### src/port_a_params.svh
// Constants for the port A alternate-function override block.
// Assumes inclusion by the design modules, the checker and the bench of this block.
`ifndef PORT_A_PARAMS_SVH
`define PORT_A_PARAMS_SVH

// Register offsets (byte addresses on the plain register port)
`define MCU_CONTROL_ADDR 8'h35
`define PORT_LATCH_ADDR 8'h3b
`define PORT_DIR_ADDR 8'h3a
`define PORT_PIN_ADDR 8'h39
`define DIGIN_DISABLE_ADDR 8'h40
`define PIN_CHANGE_MASK_ADDR 8'h41
`define ALT_CONTROL_ADDR 8'h42

// Reset values
`define MCU_CONTROL_RESET 8'h00
`define PORT_RESET 8'h00

// Writable bits of the control register: bit 6 and bits 5..3
`define MCU_CONTROL_WMASK 8'h78
`define PULLUP_DISABLE_BIT 6

// Fields of the alternate-function control register
`define ALT_PC_GROUP_BIT 0
`define ALT_THREE_WIRE_BIT 1
`define ALT_RELOCATE_BIT 2
`define ALT_START_IRQ_BIT 3
`define ALT_EXT_EXTERNAL_INTERRUPT_ONE_BIT 4
`define ALT_ANALOG_REFERENCE_PIN_BIT 5
`define ALT_CONTROL_WMASK 8'h3f

// Pin numbers
`define PIN_DATA_IN 0
`define PIN_DATA_OUT 1
`define PIN_CLOCK 2
`define PIN_ANALOG_REFERENCE_PIN 3

`endif

### src/port_a_pkg.sv
// Types shared by the port A override block.
// Assumes port_a_params.svh sits in the include path.
package port_a_pkg;
    // Control bits that steer the alternate functions
    typedef struct packed {
        logic arefInUse;
        logic externalInterruptOne;
        logic serialStartIrqEnable;
        logic serialPinRelocate;
        logic threeWireMode;
        logic pinChangeGroupEnable;
    } alt_ctrl_s;

    // Per-pin overrides handed to the pin cells
    typedef struct packed {
        logic [7:0] digoverrideEnable;
        logic [7:0] digoverrideValue;
        logic [7:0] portValueOverrideEnable;
        logic [7:0] portValueOverrideValue;
        logic [7:0] pullupForceOff;
        logic [7:0] driverForceOff;
    } override_s;
endpackage

### src/pin_sync.sv
// Two-stage pin synchroniser with digital input gating, one per pin.
// Assumes pins arrive asynchronously to mclk.
`include "port_a_params.svh"
module pin_sync #(
    parameter int WIDTH = 8
) (
    input wire logic mclk,
    input wire logic reset_n,
    input wire logic clkEnable,
    input wire logic [WIDTH-1:0] pinIn,
    input wire logic [WIDTH-1:0] gateOff,
    output logic [WIDTH-1:0] pinSynced
);
    logic [WIDTH-1:0] stageOne_reg;
    logic [WIDTH-1:0] stageOne_next;
    logic [WIDTH-1:0] stageTwo_reg;
    logic [WIDTH-1:0] stageTwo_next;

    // Gated buffer reads zero; gating after the second stage keeps
    // the first flop private to the second
    always_comb begin
        stageOne_next = stageOne_reg;
        stageTwo_next = stageTwo_reg;
        if (clkEnable) begin
            stageOne_next = pinIn;
            stageTwo_next = stageOne_reg;
        end
    end

    always_ff @(posedge mclk or negedge reset_n) begin
        if (!reset_n) begin
            stageOne_reg <= '0;
            stageTwo_reg <= '0;
        end else begin
            stageOne_reg <= stageOne_next;
            stageTwo_reg <= stageTwo_next;
        end
    end

    genvar i;
    generate
        for (i = 0; i < WIDTH; i++) begin : g_gate
            assign pinSynced[i] = stageTwo_reg[i] & ~gateOff[i];
        end
    endgenerate
endmodule

### src/port_a_alt_function_override.sv
// Port A alternate-function override: pull-ups, drivers, serial data
// output and digital input gating for an 8-bit port.
// Assumes a plain register port on mclk and pins asynchronous to it.
//
// Implementation choice: the address-and-strobe port.
`include "port_a_params.svh"
module port_a_alt_function_override #(
    parameter int WIDTH = 8
) (
    input wire logic mclk,
    input wire logic reset_n,
    input wire logic clkEnable,
    input wire logic [7:0] regAddr,
    input wire logic [7:0] regWdata,
    input wire logic regWrite,
    input wire logic regRead,
    output logic [7:0] regRdata,
    input wire logic serialDataOut,
    input wire logic [WIDTH-1:0] padIn,
    output logic [WIDTH-1:0] padOut,
    output logic [WIDTH-1:0] padOe,
    output logic [WIDTH-1:0] padPullup,
    output logic [WIDTH-1:0] pinChangeIn,
    output logic serialDataIn
);
    // ****************************************************************
    // Registers
    // ****************************************************************
    logic [7:0] mcuControl_reg, mcuControl_next;
    logic [WIDTH-1:0] portLatch_reg, portLatch_next;
    logic [WIDTH-1:0] portDir_reg, portDir_next;
    logic [WIDTH-1:0] digDisable_reg, digDisable_next;
    logic [WIDTH-1:0] pcMask_reg, pcMask_next;
    logic [7:0] altControl_reg, altControl_next;
    logic [7:0] regRdata_reg, regRdata_next;
    logic [WIDTH-1:0] padOut_reg, padOut_next;
    logic [WIDTH-1:0] padOe_reg, padOe_next;
    logic [WIDTH-1:0] padPullup_reg, padPullup_next;
    logic [WIDTH-1:0] pinSynced;
    port_a_pkg::alt_ctrl_s ctrl;
    port_a_pkg::override_s ovr;
    logic pullupsOff;

    assign ctrl = port_a_pkg::alt_ctrl_s'(altControl_reg[5:0]);
    assign pullupsOff = mcuControl_reg[`PULLUP_DISABLE_BIT];

    // ****************************************************************
    // Override equations
    // ****************************************************************
    // Only bits 0..3 carry alternate overrides; upper pins use the
    // analog disable with pin change, which shares the same pattern
    always_comb begin
        ovr = '0;
        for (int i = 0; i < WIDTH; i++) begin
            ovr.digoverrideEnable[i] =
                (pcMask_reg[i] & ctrl.pinChangeGroupEnable) |
                digDisable_reg[i];
            ovr.digoverrideValue[i] = digDisable_reg[i];
        end
        // Start detector relocated here turns the override on, gating the buffer unless the analog disable is set
        ovr.digoverrideEnable[`PIN_DATA_IN] =
            ovr.digoverrideEnable[`PIN_DATA_IN] |
            (ctrl.serialStartIrqEnable & ctrl.serialPinRelocate);
        ovr.digoverrideEnable[`PIN_CLOCK] =
            ovr.digoverrideEnable[`PIN_CLOCK] |
            ctrl.externalInterruptOne |
            (ctrl.serialStartIrqEnable & ctrl.serialPinRelocate);
        // Reference pin has no analog disable bit in its equations
        ovr.digoverrideEnable[`PIN_ANALOG_REFERENCE_PIN] =
            pcMask_reg[`PIN_ANALOG_REFERENCE_PIN] & ctrl.pinChangeGroupEnable;
        ovr.digoverrideValue[`PIN_ANALOG_REFERENCE_PIN] = 1'b0;
        ovr.portValueOverrideEnable[`PIN_DATA_OUT] =
            ctrl.threeWireMode & ctrl.serialPinRelocate;
        ovr.portValueOverrideValue[`PIN_DATA_OUT] =
            serialDataOut & ctrl.serialPinRelocate;
        ovr.pullupForceOff[`PIN_ANALOG_REFERENCE_PIN] = ctrl.arefInUse;
        ovr.driverForceOff[`PIN_ANALOG_REFERENCE_PIN] = ctrl.arefInUse;
    end

    // ****************************************************************
    // Pad drive
    // ****************************************************************
    // Pads are registered so every output leaves a flop
    always_comb begin
        padOut_next = padOut_reg;
        padOe_next = padOe_reg;
        padPullup_next = padPullup_reg;
        if (clkEnable) begin
            for (int i = 0; i < WIDTH; i++) begin
                padOut_next[i] = ovr.portValueOverrideEnable[i] ?
                    ovr.portValueOverrideValue[i] :
                    portLatch_reg[i];
                // Data-in pin keeps plain direction control
                padOe_next[i] = portDir_reg[i] & ~ovr.driverForceOff[i];
                // Latch still drives the pull-up under the port value override
                padPullup_next[i] = ~portDir_reg[i] & portLatch_reg[i] &
                    ~pullupsOff & ~ovr.pullupForceOff[i];
            end
        end
    end

    always_ff @(posedge mclk or negedge reset_n) begin
        if (!reset_n) begin
            padOut_reg <= '0;
            padOe_reg <= '0;
            padPullup_reg <= '0;
        end else begin
            padOut_reg <= padOut_next;
            padOe_reg <= padOe_next;
            padPullup_reg <= padPullup_next;
        end
    end

    // ****************************************************************
    // Input path
    // ****************************************************************
    // Buffer off only when override active with value zero
    pin_sync #(
        .WIDTH(WIDTH)
    ) u_sync (
        .mclk(mclk),
        .reset_n(reset_n),
        .clkEnable(clkEnable),
        .pinIn(padIn),
        .gateOff(ovr.digoverrideEnable & ~ovr.digoverrideValue),
        .pinSynced(pinSynced)
    );

    logic [WIDTH-1:0] pinChange_reg, pinChange_next;
    logic serialIn_reg, serialIn_next;

    // Delivered one cycle after sync so the outputs come from flops
    always_comb begin
        pinChange_next = pinChange_reg;
        serialIn_next = serialIn_reg;
        if (clkEnable) begin
            pinChange_next = pinSynced;
            serialIn_next = pinSynced[`PIN_DATA_IN];
        end
    end

    always_ff @(posedge mclk or negedge reset_n) begin
        if (!reset_n) begin
            pinChange_reg <= '0;
            serialIn_reg <= 1'b0;
        end else begin
            pinChange_reg <= pinChange_next;
            serialIn_reg <= serialIn_next;
        end
    end

    // ****************************************************************
    // Register port
    // ****************************************************************
    // Reads answer one cycle later; unmapped addresses read zero
    always_comb begin
        mcuControl_next = mcuControl_reg;
        portLatch_next = portLatch_reg;
        portDir_next = portDir_reg;
        digDisable_next = digDisable_reg;
        pcMask_next = pcMask_reg;
        altControl_next = altControl_reg;
        regRdata_next = regRdata_reg;
        if (clkEnable) begin
            regRdata_next = '0;
            if (regWrite) begin
                unique case (regAddr)
                    `MCU_CONTROL_ADDR: mcuControl_next =
                        regWdata & `MCU_CONTROL_WMASK;
                    `PORT_LATCH_ADDR: portLatch_next = regWdata[WIDTH-1:0];
                    `PORT_DIR_ADDR: portDir_next = regWdata[WIDTH-1:0];
                    `DIGIN_DISABLE_ADDR: digDisable_next =
                        regWdata[WIDTH-1:0];
                    `PIN_CHANGE_MASK_ADDR: pcMask_next = regWdata[WIDTH-1:0];
                    `ALT_CONTROL_ADDR: altControl_next =
                        regWdata & `ALT_CONTROL_WMASK;
                    default: ;
                endcase
            end
            if (regRead) begin
                unique case (regAddr)
                    `MCU_CONTROL_ADDR: regRdata_next = mcuControl_reg;
                    `PORT_LATCH_ADDR: regRdata_next = portLatch_reg;
                    `PORT_DIR_ADDR: regRdata_next = portDir_reg;
                    `PORT_PIN_ADDR: regRdata_next = pinSynced;
                    `DIGIN_DISABLE_ADDR: regRdata_next = digDisable_reg;
                    `PIN_CHANGE_MASK_ADDR: regRdata_next = pcMask_reg;
                    `ALT_CONTROL_ADDR: regRdata_next = altControl_reg;
                    default: regRdata_next = '0;
                endcase
            end
        end
    end

    always_ff @(posedge mclk or negedge reset_n) begin
        if (!reset_n) begin
            mcuControl_reg <= `MCU_CONTROL_RESET;
            portLatch_reg <= `PORT_RESET;
            portDir_reg <= `PORT_RESET;
            digDisable_reg <= `PORT_RESET;
            pcMask_reg <= `PORT_RESET;
            altControl_reg <= `PORT_RESET;
            regRdata_reg <= '0;
        end else begin
            mcuControl_reg <= mcuControl_next;
            portLatch_reg <= portLatch_next;
            portDir_reg <= portDir_next;
            digDisable_reg <= digDisable_next;
            pcMask_reg <= pcMask_next;
            altControl_reg <= altControl_next;
            regRdata_reg <= regRdata_next;
        end
    end

    assign regRdata = regRdata_reg;
    assign padOut = padOut_reg;
    assign padOe = padOe_reg;
    assign padPullup = padPullup_reg;
    assign pinChangeIn = pinChange_reg;
    assign serialDataIn = serialIn_reg;
endmodule

### config.mk
export PLATFORM = sky130hd
export DESIGN_NAME = port_a_alt_function_override
export DESIGN_NICKNAME = d
export VERILOG_FILES = /design/src/port_a_pkg.sv /design/src/pin_sync.sv /design/src/port_a_alt_function_override.sv
export VERILOG_INCLUDE_DIRS = /design/src
export SDC_FILE = /design/constraint.sdc
export NUM_CORES = 1
export LEC_CHECK = 0
export ABC_AREA = 1
export BUFFER_PORTS_ARGS = -buffer_cell sky130_fd_sc_hd__buf_4
export CAP_MARGIN = 20
export CORE_MARGIN = 2
export CORE_UTILIZATION = 26
export CTS_BUF_LIST = sky130_fd_sc_hd__clkbuf_4
export CTS_CLUSTER_DIAMETER = 50
export CTS_CLUSTER_SIZE = 25
export DETAILED_ROUTE_END_ITERATION = 7
export SLEW_MARGIN = 20
export SYNTH_ARGS = -nofsm -noshare
export SYNTH_HDL_FRONTEND = slang
export SYNTH_SLANG_ARGS = --single-unit
### constraint.sdc
create_clock -name mclk -period 1.8 [get_ports mclk]
set_input_delay 0.36 -clock mclk [delete_from_list [all_inputs] [get_ports mclk]]
set_output_delay 0.36 -clock mclk [all_outputs]
set_load 0.02 [all_outputs]
==> impl_results.md <==
- Fmax: 714 MHz
- Post-Syn Area: 4540 sq um
- Nets: 638
- CP Cell Sequence: buf_4
- Type of the tightest min-delay check: in -> reg
- Die Wd: 136 um
- Placer Congestion: 0.871
- Final Max Slew Viols: 0
- Fin crit share: 77.8%
- Synthesis warning total: 0
- P_leak: 2.82 nW
- Initial DRC count: 275
- CP top delay family: flip-flops
- Fillers: 1,863
- Critical Path Max Stage Delay: 430 ps
- Vias in the first global route: 3,648
- Synth async-reset ratio: 100%
- H-tree depth: 3
- Max Cap Viol: 0
- Fin. Hold Viols: 0
- Worst path slowest cell: dfrtp_1
- Wire per inst: 14.5 um
- GRT Total Usage: 13.7%
- Maximum VDD drop: 0.279 mV
- Clock Path Buffers: 2
- Clock Skews: 17.7 ps
- Sum Neg Setup Slack: 0 ps
- Grt ovf: 0
- Max_slew headroom: 64.2%
- CTS Sinks: 98
- CP Data Required Time: 1440 ps
- RSZ-0062 raised after global routing: no
- Mean Syn Cell Area: 8.51 sq um
- Residual DRC: 0
- CP Capture Type: output pin
- Most frequent cell after synthesis: nand2_1
- CTS clock-pin slew for the worst setup and hold paths: 150 ps
- Finish-stage setup viols: 0
- Router iterations before antenna repair: 5
- Setup CP Type: reg -> out
- Seq cells post-synth: 98
- Status: complete, no violations
- Mapped Nets: 564
- Vias/cell: 4.44
- Final wirelength: 12.2 mm
- Top cells by count, synth: nand2_1 (170), dfrtp_1 (98), nor2_1 (56)
- CTS tree: built
- Min Tclk post-route: 1400 ps
- Area contributors post-synth: dfrtp_1 (54%), nand2_1 (14%), o21ai_0 (4.8%)
- Clock Tree Root: clkbuf_4
- Primary FF master, synth: dfrtp_1
- Die area: 18,500 sq um
- Initial Utilization: 26.4%
- Design Area, Final: 5450 sq um
- Latest clock arrival within the worst-skew pair: 450 ps
- Maximum fanout along the worst path: 2
- Largest net degree at the start of global routing: 99
- Yosys top cell area share: 54.0%
- Multi-input logic area: 1780 sq um
- Layout area overhead: 20.0%
- Placed Area: 5330 sq um
- Num CTS Buffers: 9
- DP Wirelength: 9.26 mm
- Row Count: 48
- Core area: 17,200 sq um
- First-pass GRT wire length: 19.4 mm
- Sequential Area: 2450 sq um
- Share of cells above drive strength 1: 20.9%
- Post-Synthesis Cells: 534
- Number of flops mapped to enable cells by yosys: 0
- Die Ht: 136 um
- Final Util: 31.7%
- Antenna diodes: 0
- CP Launch Type: flop
- Number of buffers and inverters on the critical path: 1
- Num ports: 71
- Register area share after synthesis: 54.0%
- I/O Buffers: 70
- Worst EP arrival: 1040 ps
- Routed Antenna Nets: 0
- Yosys cell types: 28
- Via count: 3,723
- Pwr dens: 734 nW/um^2
- Initial antenna violation count: 0
- Measured slew at the worst slew-check pin: 537 ps
- Synth area leader: dfrtp_1
## layout by cell type (no fill, tap or decap), types with 4 or more instances in the layout
cell      Yosys  layout
nor2_1       56      56
o21ai_0      44      44
nand3_1      30      30
nor2_4        7       7
clkbuf_4      0      11
buf_4         3      80
nand2_2       8       8
mux2_2        4       4
dfrtp_1      98      98
o21ai_1      10      10
inv_1        48      48
nor2_2        4       4
a32o_1        7       7
nand2_1     170     170
a21oi_1       7       7
o21a_1        6       6
## where the power goes
part           leakage (nW)  total, W  internal [W]  switching (W)
combinational          1.60  0.000567      0.000205       0.000362
clock                0.0582   0.00103      0.000309       0.000718
sequential             1.16   0.00240       0.00233      0.0000779
total                  2.82   0.00400       0.00284        0.00116
## cell families (layout without fill, tap and decap cells)
family          count (synthesis)  after routing  share of synthesized area [%]
simple gates                  281            281                           27.7
flops                          98             98                           54.0
compound gates                 81             81                           10.5
buf+inv                        70            149                           6.83
mux                             4              4                          0.991
## metrics by stage
| stage | hold slack, ps | power, W | std cells | setup WS [ps] |
|---|---|---|---|---|
| 6_report | 95.3 | 0.00400 | 838 | 400 |
| 5_1_grt | 73.4 | 0.00420 | 838 | 325 |
| 4_1_cts | 61.3 | 0.00405 | 838 | 357 |
| 3_5_place_dp | 455 | 0.00302 | 821 | 166 |
| 3_3_place_gp | 446 | 0.00302 | 821 | 184 |
| 2_1_floorplan | 64.4 | 0.00272 | 534 | 454 |
## final cells by class
class | instances | area share, %
Clock buffer | 11 | 1.52
Inverter | 51 | 3.51
Multi-Input combinational cell | 366 | 32.7
Timing Repair Buffer | 82 | 11.6
Tap cell | 225 | 5.17
Sequential cell | 98 | 45.0
Clock inverter | 5 | 0.574
## layer usage
metal  GRT usage (%)  wire [um]
met1            19.0       5740
met3            3.02        780
met5               0          0
met2            21.3       5530
met4            3.99        110
## path summary, 6_finish.rpt
path,start,endpoint,slack [ps],cells past startpoint
max,padOut[3],padOut[3],400,1
min in group asynchronous,reset_n,padOe[7],480,3
min,padIn[1],u_sync.stageOne_reg[1],100,3
max reg2reg,altControl_reg[0],regRdata[6],520,8
min reg2reg,u_sync.stageOne_reg[7],u_sync.stageTwo_reg[7],480,2
max in group asynchronous,reset_n,pcMask_reg[4],900,3
## what timing repair did
item	4_1_cts	5_1_grt
setup endpoints to repair	0	0
gates resized for setup	0	0
hold endpoints to repair	98	0
hold buffers	1	0
buffers inserted	0	0
No activity file was read; power rests on OpenSTA's default activity.
